==> src/include/amfr_pkg.sv <==
// shared constants and types of the monitor fault response block
package amfr_pkg;
    // command codes of the two response settings
    localparam logic [7:0] AMFR_CMD_OV_ACTION = 8'hF8;
    localparam logic [7:0] AMFR_CMD_UV_ACTION = 8'hF9;
    // reset value of both settings
    localparam logic [7:0] AMFR_ACTION_RESET  = 8'hBF;
    // behaviour field codes, bits 7:6
    localparam logic [1:0] AMFR_BEH_IGNORE    = 2'h0;
    localparam logic [1:0] AMFR_BEH_RETRY     = 2'h2;
    localparam logic [1:0] AMFR_BEH_HOLD      = 2'h3;
    // retry field codes, bits 5:3
    localparam logic [2:0] AMFR_RTY_NONE      = 3'h0;
    localparam logic [2:0] AMFR_RTY_CONT      = 3'h7;
    // retry delay unit and clock rate
    localparam int         AMFR_RETRY_UNIT_MS = 35;
    localparam int         AMFR_CLK_KHZ       = 200000;
    localparam int         AMFR_UNIT_CYC      =
        AMFR_RETRY_UNIT_MS * AMFR_CLK_KHZ;
    localparam int         AMFR_PRE_W         = 23;
    localparam int         AMFR_UNIT_W        = 4;
    // threshold ratios in percent
    localparam int         AMFR_WARN_PCT      = 90;
    localparam int         AMFR_RETRY_PCT     = 95;
    localparam int         AMFR_PCT_FULL      = 100;
    localparam int         AMFR_VOLT_W        = 12;
    localparam int         AMFR_PROD_W        = 20;
    // number of monitored fault kinds: 0 over, 1 under
    localparam int         AMFR_NCH           = 2;

    // layout of one response byte
    typedef struct packed {
        logic [1:0] behaviour;
        logic [2:0] retry;
        logic [2:0] delay;
    } amfr_action_t;

    // per-kind response state, gray along run-wait-hold-latch
    typedef enum logic [1:0] {
        AMFR_ST_RUN   = 2'b00,
        AMFR_ST_WAIT  = 2'b01,
        AMFR_ST_HOLD  = 2'b11,
        AMFR_ST_LATCH = 2'b10
    } amfr_state_t;
endpackage

==> src/core/amfr_core.sv <==
// monitor over/under voltage fault response controller
//
// Behaviour
// separate one-byte over and under response settings at F8h and F9h
// both settings are global read/write bytes blocked by write protection
// byte zero or behaviour 00 ignores the fault completely
// non-ignored fault pulls the alert line low and sets its status bit
// status bit stays set until the clear-faults command
// behaviour 10 disables output at once, then retries per retry field
// behaviour 11 holds output off while the fault lasts, then resumes
// retry 000 makes no restart; output stays off until faults cleared; the latch here also releases once the run conditions drop
// retry 111 restarts until commanded off, bias lost or other fault
// retry only once monitor voltage is below 95% of the over limit
// retry delay is (field plus one) times 35 ms, from 35 to 280 ms
// delay runs from start of one attempt to start of the next
// both settings reset to BFh
// over-voltage warning threshold is 90% of the over limit
// reserved codes start no retry sequence
// delay timed by a 35 ms prescaler restarted at each attempt
`timescale 1ns/1ps
module amfr_core
    import amfr_pkg::*;
#(
    parameter int UNIT_CYCLES = AMFR_UNIT_CYC
) (
    // clock and reset
    input  wire logic                   sys_clk,
    input  wire logic                   reset,
    // command port from the bus decoder
    input  wire logic [7:0]             cmd_code,
    input  wire logic                   cmd_wr,
    input  wire logic [7:0]             cmd_wr_data,
    input  wire logic                   cmd_rd,
    input  wire logic                   write_protect,
    input  wire logic                   clear_faults,
    output logic [7:0]                  cmd_rd_data_r,
    output logic                        cmd_rd_valid_r,
    // monitor reading and limits, same clock
    input  wire logic [AMFR_VOLT_W-1:0] aux_voltage_monitor,
    input  wire logic [AMFR_VOLT_W-1:0] monitor_overvolt_limit,
    input  wire logic [AMFR_VOLT_W-1:0] monitor_undervolt_limit,
    // run conditions
    input  wire logic                   control_pin,
    input  wire logic                   operation_on,
    input  wire logic                   bias_ok,
    input  wire logic                   other_fault_off,
    // results
    output logic                        output_enable_r,
    output logic [AMFR_NCH-1:0]         fault_status_r,
    output logic                        overvolt_warn_r,
    output logic                        alert_line_n_r
);

    ////////////////////////////////////////////////////////////////////
    // settings registers and command port
    logic [7:0]          ov_action_r;
    logic [7:0]          ov_action_nxt;
    logic [7:0]          uv_action_r;
    logic [7:0]          uv_action_nxt;
    logic [7:0]          rd_data_nxt;
    logic                wr_ok;

    // writes land only when protection is off
    always_comb begin
        ov_action_nxt = ov_action_r;
        uv_action_nxt = uv_action_r;
        rd_data_nxt   = cmd_rd_data_r;
        wr_ok         = cmd_wr && !write_protect;
        if (wr_ok && cmd_code == AMFR_CMD_OV_ACTION) begin
            ov_action_nxt = cmd_wr_data;
        end
        if (wr_ok && cmd_code == AMFR_CMD_UV_ACTION) begin
            uv_action_nxt = cmd_wr_data;
        end
        if (cmd_rd) begin
            case (cmd_code)
                AMFR_CMD_OV_ACTION: rd_data_nxt = ov_action_r;
                AMFR_CMD_UV_ACTION: rd_data_nxt = uv_action_r;
                default:            rd_data_nxt = 8'h00;
            endcase
        end
    end

    always_ff @(posedge sys_clk) begin
        if (reset) begin
            ov_action_r    <= AMFR_ACTION_RESET;
            uv_action_r    <= AMFR_ACTION_RESET;
            cmd_rd_data_r  <= 8'h00;
            cmd_rd_valid_r <= 1'b0;
        end else begin
            ov_action_r    <= ov_action_nxt;
            uv_action_r    <= uv_action_nxt;
            cmd_rd_data_r  <= rd_data_nxt;
            cmd_rd_valid_r <= cmd_rd;
        end
    end

    ////////////////////////////////////////////////////////////////////
    // control pin synchroniser and threshold compares
    logic                    ctrl_meta_r;
    logic                    ctrl_sync_r;
    logic                    run_allowed;
    logic [AMFR_PROD_W-1:0]  volt_x;
    logic [AMFR_PROD_W-1:0]  ovl_x;
    logic                    retry_volt_ok;
    logic                    warn_nxt;
    logic [AMFR_NCH-1:0]     fault_lvl;
    amfr_action_t            action [AMFR_NCH];

    always_ff @(posedge sys_clk) begin
        if (reset) begin
            ctrl_meta_r <= 1'b0;
            ctrl_sync_r <= 1'b0;
        end else begin
            ctrl_meta_r <= control_pin;
            ctrl_sync_r <= ctrl_meta_r;
        end
    end

    // monitor against limits, scaled to avoid division
    always_comb begin
        volt_x        = AMFR_PROD_W'(aux_voltage_monitor);
        ovl_x         = AMFR_PROD_W'(monitor_overvolt_limit);
        retry_volt_ok = (volt_x * AMFR_PROD_W'(AMFR_PCT_FULL))
                      < (ovl_x * AMFR_PROD_W'(AMFR_RETRY_PCT));
        warn_nxt      = (volt_x * AMFR_PROD_W'(AMFR_PCT_FULL))
                      >= (ovl_x * AMFR_PROD_W'(AMFR_WARN_PCT));
        fault_lvl[0]  = aux_voltage_monitor >= monitor_overvolt_limit;
        fault_lvl[1]  = aux_voltage_monitor <= monitor_undervolt_limit;
        run_allowed   = ctrl_sync_r && operation_on && bias_ok
                      && !other_fault_off;
    end

    assign action[0] = amfr_action_t'(ov_action_r);
    assign action[1] = amfr_action_t'(uv_action_r);

    ////////////////////////////////////////////////////////////////////
    // per fault kind response machine and retry timer
    logic [AMFR_NCH-1:0] run_nxt;
    logic [AMFR_NCH-1:0] event_set;

    genvar g;
    generate
        for (g = 0; g < AMFR_NCH; g++) begin : g_ch
            amfr_state_t             st_r;
            amfr_state_t             st_nxt;
            logic [AMFR_PRE_W-1:0]   pre_r;
            logic [AMFR_PRE_W-1:0]   pre_nxt;
            logic [AMFR_UNIT_W-1:0]  units_r;
            logic [AMFR_UNIT_W-1:0]  units_nxt;
            logic                    active;
            logic                    restart;
            logic                    delay_done;

            // state and timer next values
            always_comb begin
                st_nxt     = st_r;
                restart    = 1'b0;
                // 00 ignores, reserved 01 takes no action
                active     = action[g].behaviour[1];
                delay_done = units_r >
                    AMFR_UNIT_W'(action[g].delay);
                case (st_r)
                    AMFR_ST_RUN: begin
                        if (run_allowed && active && fault_lvl[g]) begin
                            if (action[g].behaviour == AMFR_BEH_HOLD) begin
                                st_nxt = AMFR_ST_HOLD;
                            end else if (action[g].retry ==
                                         AMFR_RTY_CONT) begin
                                st_nxt = AMFR_ST_WAIT;
                            end else begin
                                st_nxt = AMFR_ST_LATCH;
                            end
                        end
                    end
                    AMFR_ST_WAIT: begin
                        if (!run_allowed) begin
                            st_nxt = AMFR_ST_RUN;
                        end else if (delay_done && retry_volt_ok) begin
                            st_nxt  = AMFR_ST_RUN;
                            restart = 1'b1;
                        end
                    end
                    AMFR_ST_HOLD: begin
                        if (!fault_lvl[g] || !run_allowed) begin
                            st_nxt = AMFR_ST_RUN;
                        end
                    end
                    AMFR_ST_LATCH: begin
                        if (clear_faults || !run_allowed) begin
                            st_nxt = AMFR_ST_RUN;
                        end
                    end
                    default: st_nxt = AMFR_ST_RUN;
                endcase
                // prescaler and unit count since last attempt start
                pre_nxt   = pre_r;
                units_nxt = units_r;
                if (restart || !run_allowed) begin
                    pre_nxt   = '0;
                    units_nxt = '0;
                end else if (pre_r == AMFR_PRE_W'(UNIT_CYCLES - 1)) begin
                    pre_nxt = '0;
                    if (!delay_done) begin
                        units_nxt = units_r + AMFR_UNIT_W'(1);
                    end
                end else begin
                    pre_nxt = pre_r + AMFR_PRE_W'(1);
                end
            end

            always_ff @(posedge sys_clk) begin
                if (reset) begin
                    st_r    <= AMFR_ST_RUN;
                    pre_r   <= '0;
                    units_r <= '0;
                end else begin
                    st_r    <= st_nxt;
                    pre_r   <= pre_nxt;
                    units_r <= units_nxt;
                end
            end

            assign run_nxt[g]   = st_nxt == AMFR_ST_RUN;
            assign event_set[g] = active && fault_lvl[g];
        end
    endgenerate

    ////////////////////////////////////////////////////////////////////
    // status bits, alert line, output enable, warning
    logic [AMFR_NCH-1:0] status_nxt;
    logic                enable_nxt;

    // a fault in the clearing cycle keeps its bit set
    always_comb begin
        status_nxt = fault_status_r;
        if (clear_faults) begin
            status_nxt = '0;
        end
        status_nxt = status_nxt | event_set;
        enable_nxt = run_allowed && (&run_nxt);
    end

    always_ff @(posedge sys_clk) begin
        if (reset) begin
            fault_status_r  <= '0;
            alert_line_n_r  <= 1'b1;
            output_enable_r <= 1'b0;
            overvolt_warn_r <= 1'b0;
        end else begin
            fault_status_r  <= status_nxt;
            alert_line_n_r  <= ~(|status_nxt);
            output_enable_r <= enable_nxt;
            overvolt_warn_r <= warn_nxt;
        end
    end

endmodule // amfr_core

==> config.mk <==
export PLATFORM = sky130hd
export DESIGN_NAME = amfr_core
export DESIGN_NICKNAME = d
export VERILOG_FILES = /design/src/include/amfr_pkg.sv /design/src/core/amfr_core.sv
export SDC_FILE = /design/constraint.sdc
export NUM_CORES = 1
export LEC_CHECK = 0
export BUFFER_PORTS_ARGS = -buffer_cell sky130_fd_sc_hd__buf_4
export CAP_MARGIN = 15
export CORE_UTILIZATION = 50
export CTS_CLUSTER_SIZE = 12
export DETAILED_ROUTE_END_ITERATION = 7
export PLACE_DENSITY = 0.71
export SLEW_MARGIN = 10
export SYNTH_ARGS = -nofsm -noshare
export SYNTH_HDL_FRONTEND = slang
export SYNTH_SLANG_ARGS = --single-unit
export TNS_END_PERCENT = 50
==> constraint.sdc <==
create_clock -name sys_clk -period 14.1 [get_ports sys_clk]
set_input_delay 2.115 -clock sys_clk [delete_from_list [all_inputs] [get_ports sys_clk]]
set_output_delay 2.115 -clock sys_clk [all_outputs]
set_load 0.02 [all_outputs]
# == Word-level counts from Yosys, hierarchy flattened ==
# Index checks and enable logic that the tools add are counted.
# totals
inputBits,62
word_cells,108
output_inout_bits,14
reg_bits,90
# classes
add_sub_neg,4
bitwise,4
eq_ne,14
mux,24
n_lt_le_gt_ge,6
n_mul,3
reduce_logical,37
# ops
operator,n
$add A23 B1 Y23 const B,2
$eq A23 B23 Y1 const B,2
$mux W2,15
$ge A19 B19 Y1,1
$lt A19 B19 Y1,1
$mul A12 B7 Y19 const B,1
$mul A12 B6 Y18 const B,1
$mul A12 B5 Y17 const B,1
$eq A8 B8 Y1 const B,2
$pmux W2 S4,2
$pmux W8 S2,1
$logic_and A1 B1 Y1,15
$eq A2 B2 Y1 const B,6
$ge A12 B12 Y1,1
$le A12 B12 Y1,1
$add A4 B1 Y4 const B,2
$gt A4 B3 Y1,2
$logic_not A2 Y1,4
$eq A3 B3 Y1 const B,2
$mux W1,6
$reduce_and A2 Y1,3
$reduce_or A2 Y1,3
$reduce_or A3 Y1,2
$logic_not A1 Y1,5
4 further kinds,11

# == Depth between registers and ports, before layout ==
# depth
ltp_word,10
mapped_depth,25
mapped_depth_nobuf,24

# == Worst setup path after synthesis ==
# No wires, ideal clock.
# synth_timing
kind,input to register
from,input port monitor_overvolt_limit[2]
to,register g_ch[1].pre_r[17]
n_path_buf,1
stages,25
arrival_time_ns,7.609
setup_time_ns,0.115
setup_slack_ns,6.376
required_ns,13.985
cell_sequence,inv_1 -> fa_1 -> inv_1 -> ha_1 -> inv_1 -> fa_1 -> fa_1 -> inv_1 -> ha_1 -> o21ai_0 -> a21oi_1 -> o211ai_1 -> a21boi_0 -> o311ai_0 -> nand3_1 -> o311a_1 -> ha_1 -> nand4_1 -> inv_1 -> a221o_1 -> a211o_1 -> o41ai_4 -> or2b_4 -> buf_6 -> nor2_1
# synth_between
elab_chain_len,8
# synth_lines
item,line,rtl
"start, declared",amfr_core.sv:40,"input wire logic [AMFR_VOLT_W-1:0] monitor_overvolt_limit,"
$mul A12 B7 Y19,amfr_core.sv:125,< (ovl_x * AMFR_PROD_W'(AMFR_RETRY_PCT));
$lt A19 B19 Y1,amfr_core.sv:125,
$logic_and A1 B1 Y1,amfr_core.sv:179,end else if (delay_done && retry_volt_ok) begin
$mux W1,amfr_core.sv:179,
$mux W1,amfr_core.sv:177,if (!run_allowed) begin
$mux W1,amfr_core.sv:163,case (st_r)
$logic_or A1 B1 Y1,amfr_core.sv:199,if (restart || !run_allowed) begin
$reduce_or A3 Y1 (no source line),--,
"end signal, assigned",amfr_core.sv:219,pre_r <= pre_nxt;
"end, declared",amfr_core.sv:147,logic [AMFR_PRE_W-1:0] pre_r;
# Every way passes these cells.
# A chain may end at the register's enable or synchronous reset.

# == Final worst setup path ==
# layout_timing
from,input port monitor_overvolt_limit[2]
to,register g_ch[0].pre_r[12]
# layout_between
elab_chain_len,8
# layout_lines
item,line
$mul A12 B7 Y19,amfr_core.sv:125
$lt A19 B19 Y1,amfr_core.sv:125
$logic_and A1 B1 Y1,amfr_core.sv:179
$mux W1,amfr_core.sv:179
$mux W1,amfr_core.sv:177
$mux W1,amfr_core.sv:163
$logic_or A1 B1 Y1,amfr_core.sv:199
$reduce_or A3 Y1 (no source line),--
"end signal, assigned",amfr_core.sv:219
"end, declared",amfr_core.sv:147
# Every way passes these cells.

==> results.py <==
metrics = {
    "logic_synthesis": {
        "async_flop_share": 0,
        "synth_nets": 1351,
        "avgSynthCellArea_um2": 8.78,
        "syn_inst": 1058,
        "synth_edf_count": 0,
        "synth-seq-cells": 90,
        "synth_cell_types": 59,
        "yosys_warnings": 0,
        "synthFlopType": "dfxtp_1",
        "syn_area_um2": 9290,
        "synth_seq_area_share": 0.194,
    },
    "floorplan": {
        "boundaryPins": 76,
        "start_util": 0.513,
        "dieWidth_um": 138,
        "die_area_um2": 19100,
        "rows": 49,
        "core_um2": 18100,
        "fp.dieH_um": 138,
    },
    "layout": {
        "layout_common_cells": "168 x ha_1, 159 x inv_1, 105 x nor2_1",
        "fill_cells": 1613,
        "final_nets": 1427,
        "drive_above_1_share": 0.0957,
        "seq_area_um2": 1800,
        "final_common_cell": "ha_1",
        "design_area_um2": 10400,
        "syn_to_final_growth_pct": 11.8,
        "multi_input_area_um2": 6830,
        "num_antenna_cells": 0,
        "utilization": 0.574,
    },
    "sta": {
        "clock_skew_ns": 0.00784,
        "slew-limit-headroom": 0.447,
        "fin_crit_sh": 0.599,
        "fmax_mhz": 118,
        "slew_violations": 0,
        "hold_violations": 0,
        "fin_crit_ns": 8.44,
        "worst_pin_slew_ns": 0.828,
        "setup_viol": 0,
        "fin_tns_setup_ns": 0,
        "rsz0062_at_grt": "false",
    },
    "cts": {
        "holdBufCountCts": 0,
        "cts_setup_buffers": 0,
        "cts_resized": 0,
        "cts-root-buf": "clkbuf_16",
        "htreeDepth": 3,
        "path_clk_slew_ns": 0.07,
        "cts_buffer_depth": 2,
        "clk_latency_ns": 0.34,
        "cts_buffers": 9,
        "tritoncts": "yes",
        "cts_num_sinks": 90,
    },
    "detailed_routing": {
        "vias": 7304,
        "avgRoutedWirePerCell_um": 14.2,
        "drcViolationCount": 14,
        "postRouteAntennaNets": 0,
        "vias_per_cell": 5.34,
        "drtIter0Drc": 328,
        "drtPass1Iterations": 7,
        "postRouteWirelength_um": 19400,
    },
    "setup_path": {
        "reg2regPathDepth": 9,
        "cp.arrival_ns": 8.64,
        "crit_type": "input port to flip-flop",
        "end_kind": "flip-flop",
        "worst_r2r_endpoint": "g_ch[0].pre_r[12]",
        "start_kind": "input port",
        "worst-path-max-fanout": 23,
        "r2r_slack_ns": 11.67,
        "r2r_start": "ov_action_r[1]",
        "cp.required_ns": 14.30,
    },
    "global_routing": {
        "groute.usage.overall": 0.217,
        "grt-ovfl-total": 0,
        "grt_max_degree": 24,
        "antenna_found_initial": 2,
        "grt_pass1_wl_um": 33800,
        "grt_pass1_vias": 7323,
    },
    "power": {
        "p_leak_nw": 4.87,
        "peakVddDrop_mv": 0.0820,
        "power_density_nw_per_um2": 137,
    },
    "min_path": {
        "holdPathStages": 1,
        "min_from": "ctrl_meta_r",
        "min_to": "ctrl_sync_r",
        "hold_path_class": "flip-flop to flip-flop",
    },
    "place": {
        "portBuffers": 75,
        "dpl_cell_area_um2": 10100,
        "dp_hpwl_um": 16400,
        "gp_congestion": 0.915,
    },
    "status": {
        "violations": "DRC",
        "status": "complete, but fails checks",
    },
    "job": {
        "drv_cap": 0,
    },
}
-- worst max-delay path by stage --
stage                         startpoint                 to  depth (start not counted)
2_1_floorplan  monitor_overvolt_limit[2]  g_ch[1].pre_r[17]                         25
3_3_place_gp   monitor_overvolt_limit[2]   g_ch[0].pre_r[3]                         25
5_1_grt        monitor_overvolt_limit[2]  g_ch[0].pre_r[15]                         25
4_1_cts        monitor_overvolt_limit[2]  g_ch[0].pre_r[12]                         25
3_5_place_dp   monitor_overvolt_limit[2]  g_ch[0].pre_r[12]                         25
6_report       monitor_overvolt_limit[2]  g_ch[0].pre_r[12]                         25
-- report_power, final --
group          switching (mW)  internal, mW  total, mW
logic                   0.520         0.400      0.921
registers             0.00154         0.257      0.258
clock network           0.103         0.140      0.242
total                   0.625         0.797       1.42
-- worst max-delay path, stage by stage --
cell	delay, ns
buf_4	0.11
inv_1	0.11
fa_1	0.55
inv_1	0.04
ha_1	0.26
inv_1	0.05
fa_1	0.50
fa_1	0.53
inv_1	0.05
ha_1	0.33
o21ai_0	0.25
inv_1	0.09
a2111oi_0	0.63
nor2_1	0.20
a21oi_1	0.25
a21oi_1	0.11
xor2_1	0.15
ha_1	0.31
a21oi_1	0.16
nand2_1	0.07
a221o_1	0.30
a211o_1	0.32
o31ai_4	0.36
nand2b_1	0.68
nor2_1	0.11
-- cell families after synthesis --
kind of cell | Yosys count | synth area share
XOR/XNOR | 78 | 0.0736
flip-flops | 90 | 0.194
AO/OA/AOI/OAI | 149 | 0.104
adder cells (fa/ha/maj) | 231 | 0.362
AND/OR/NAND/NOR | 318 | 0.170
buffers and inverters | 170 | 0.0713
multiplexers | 22 | 0.0245
-- layer usage --
metal  up-vias  global-route usage  wire length [um]
li1       3758                   -                 -
met1      3418               0.275              9060
met2        98               0.382              9400
met3        26              0.0371               616
met4         4              0.0550               323
met5         -                   0                31
-- synth_stat cells (all sizes together) (10+ instances only) --
| library cell | count | area share |
|---|---|---|
| ha | 168 | 0.23 |
| inv | 159 | 0.064 |
| nor2 | 105 | 0.042 |
| dfxtp | 90 | 0.19 |
| fa | 63 | 0.14 |
| a21oi | 58 | 0.031 |
| xnor2 | 53 | 0.050 |
| nand2 | 51 | 0.021 |
| nand3 | 44 | 0.024 |
| o21ai | 25 | 0.013 |
| xor2 | 25 | 0.024 |
| nand2b | 24 | 0.016 |
| nand4 | 23 | 0.015 |
| mux2i | 16 | 0.017 |
| nor2b | 13 | 0.0088 |
| nor3 | 13 | 0.0070 |
| and3 | 10 | 0.0067 |
-- registers in the layout, summed over array words and instances (netlist names), 2 cells and up --
| register | count |
|---|---|
| cmd_rd_data_r | 8 |
| fault_status_r | 2 |
| g_ch.pre_r | 46 |
| g_ch.st_r | 4 |
| g_ch.units_r | 8 |
| ov_action_r | 8 |
| uv_action_r | 8 |
-- metrics by stage --
stage,hold WS [ns],cells,worst slack (ns),power (mW)
after CTS,0.452,1368,5.67,1.43
after global routing,0.464,1368,5.13,1.58
final,0.454,1368,5.66,1.42
after detailed placement,0.436,1352,5.33,1.18
after floorplan,0.414,1058,6.38,0.959
after global placement,0.421,1352,5.51,1.15
-- layout make-up --
type | instances | area share
timing repair buffer | 76 | 0.0549
multi-input combinational | 798 | 0.657
clock inverter | 6 | 0.00699
tap | 229 | 0.0276
clock buffer | 10 | 0.0220
inverter | 159 | 0.0575
sequential | 90 | 0.173
(Power assumes the default switching activity.)
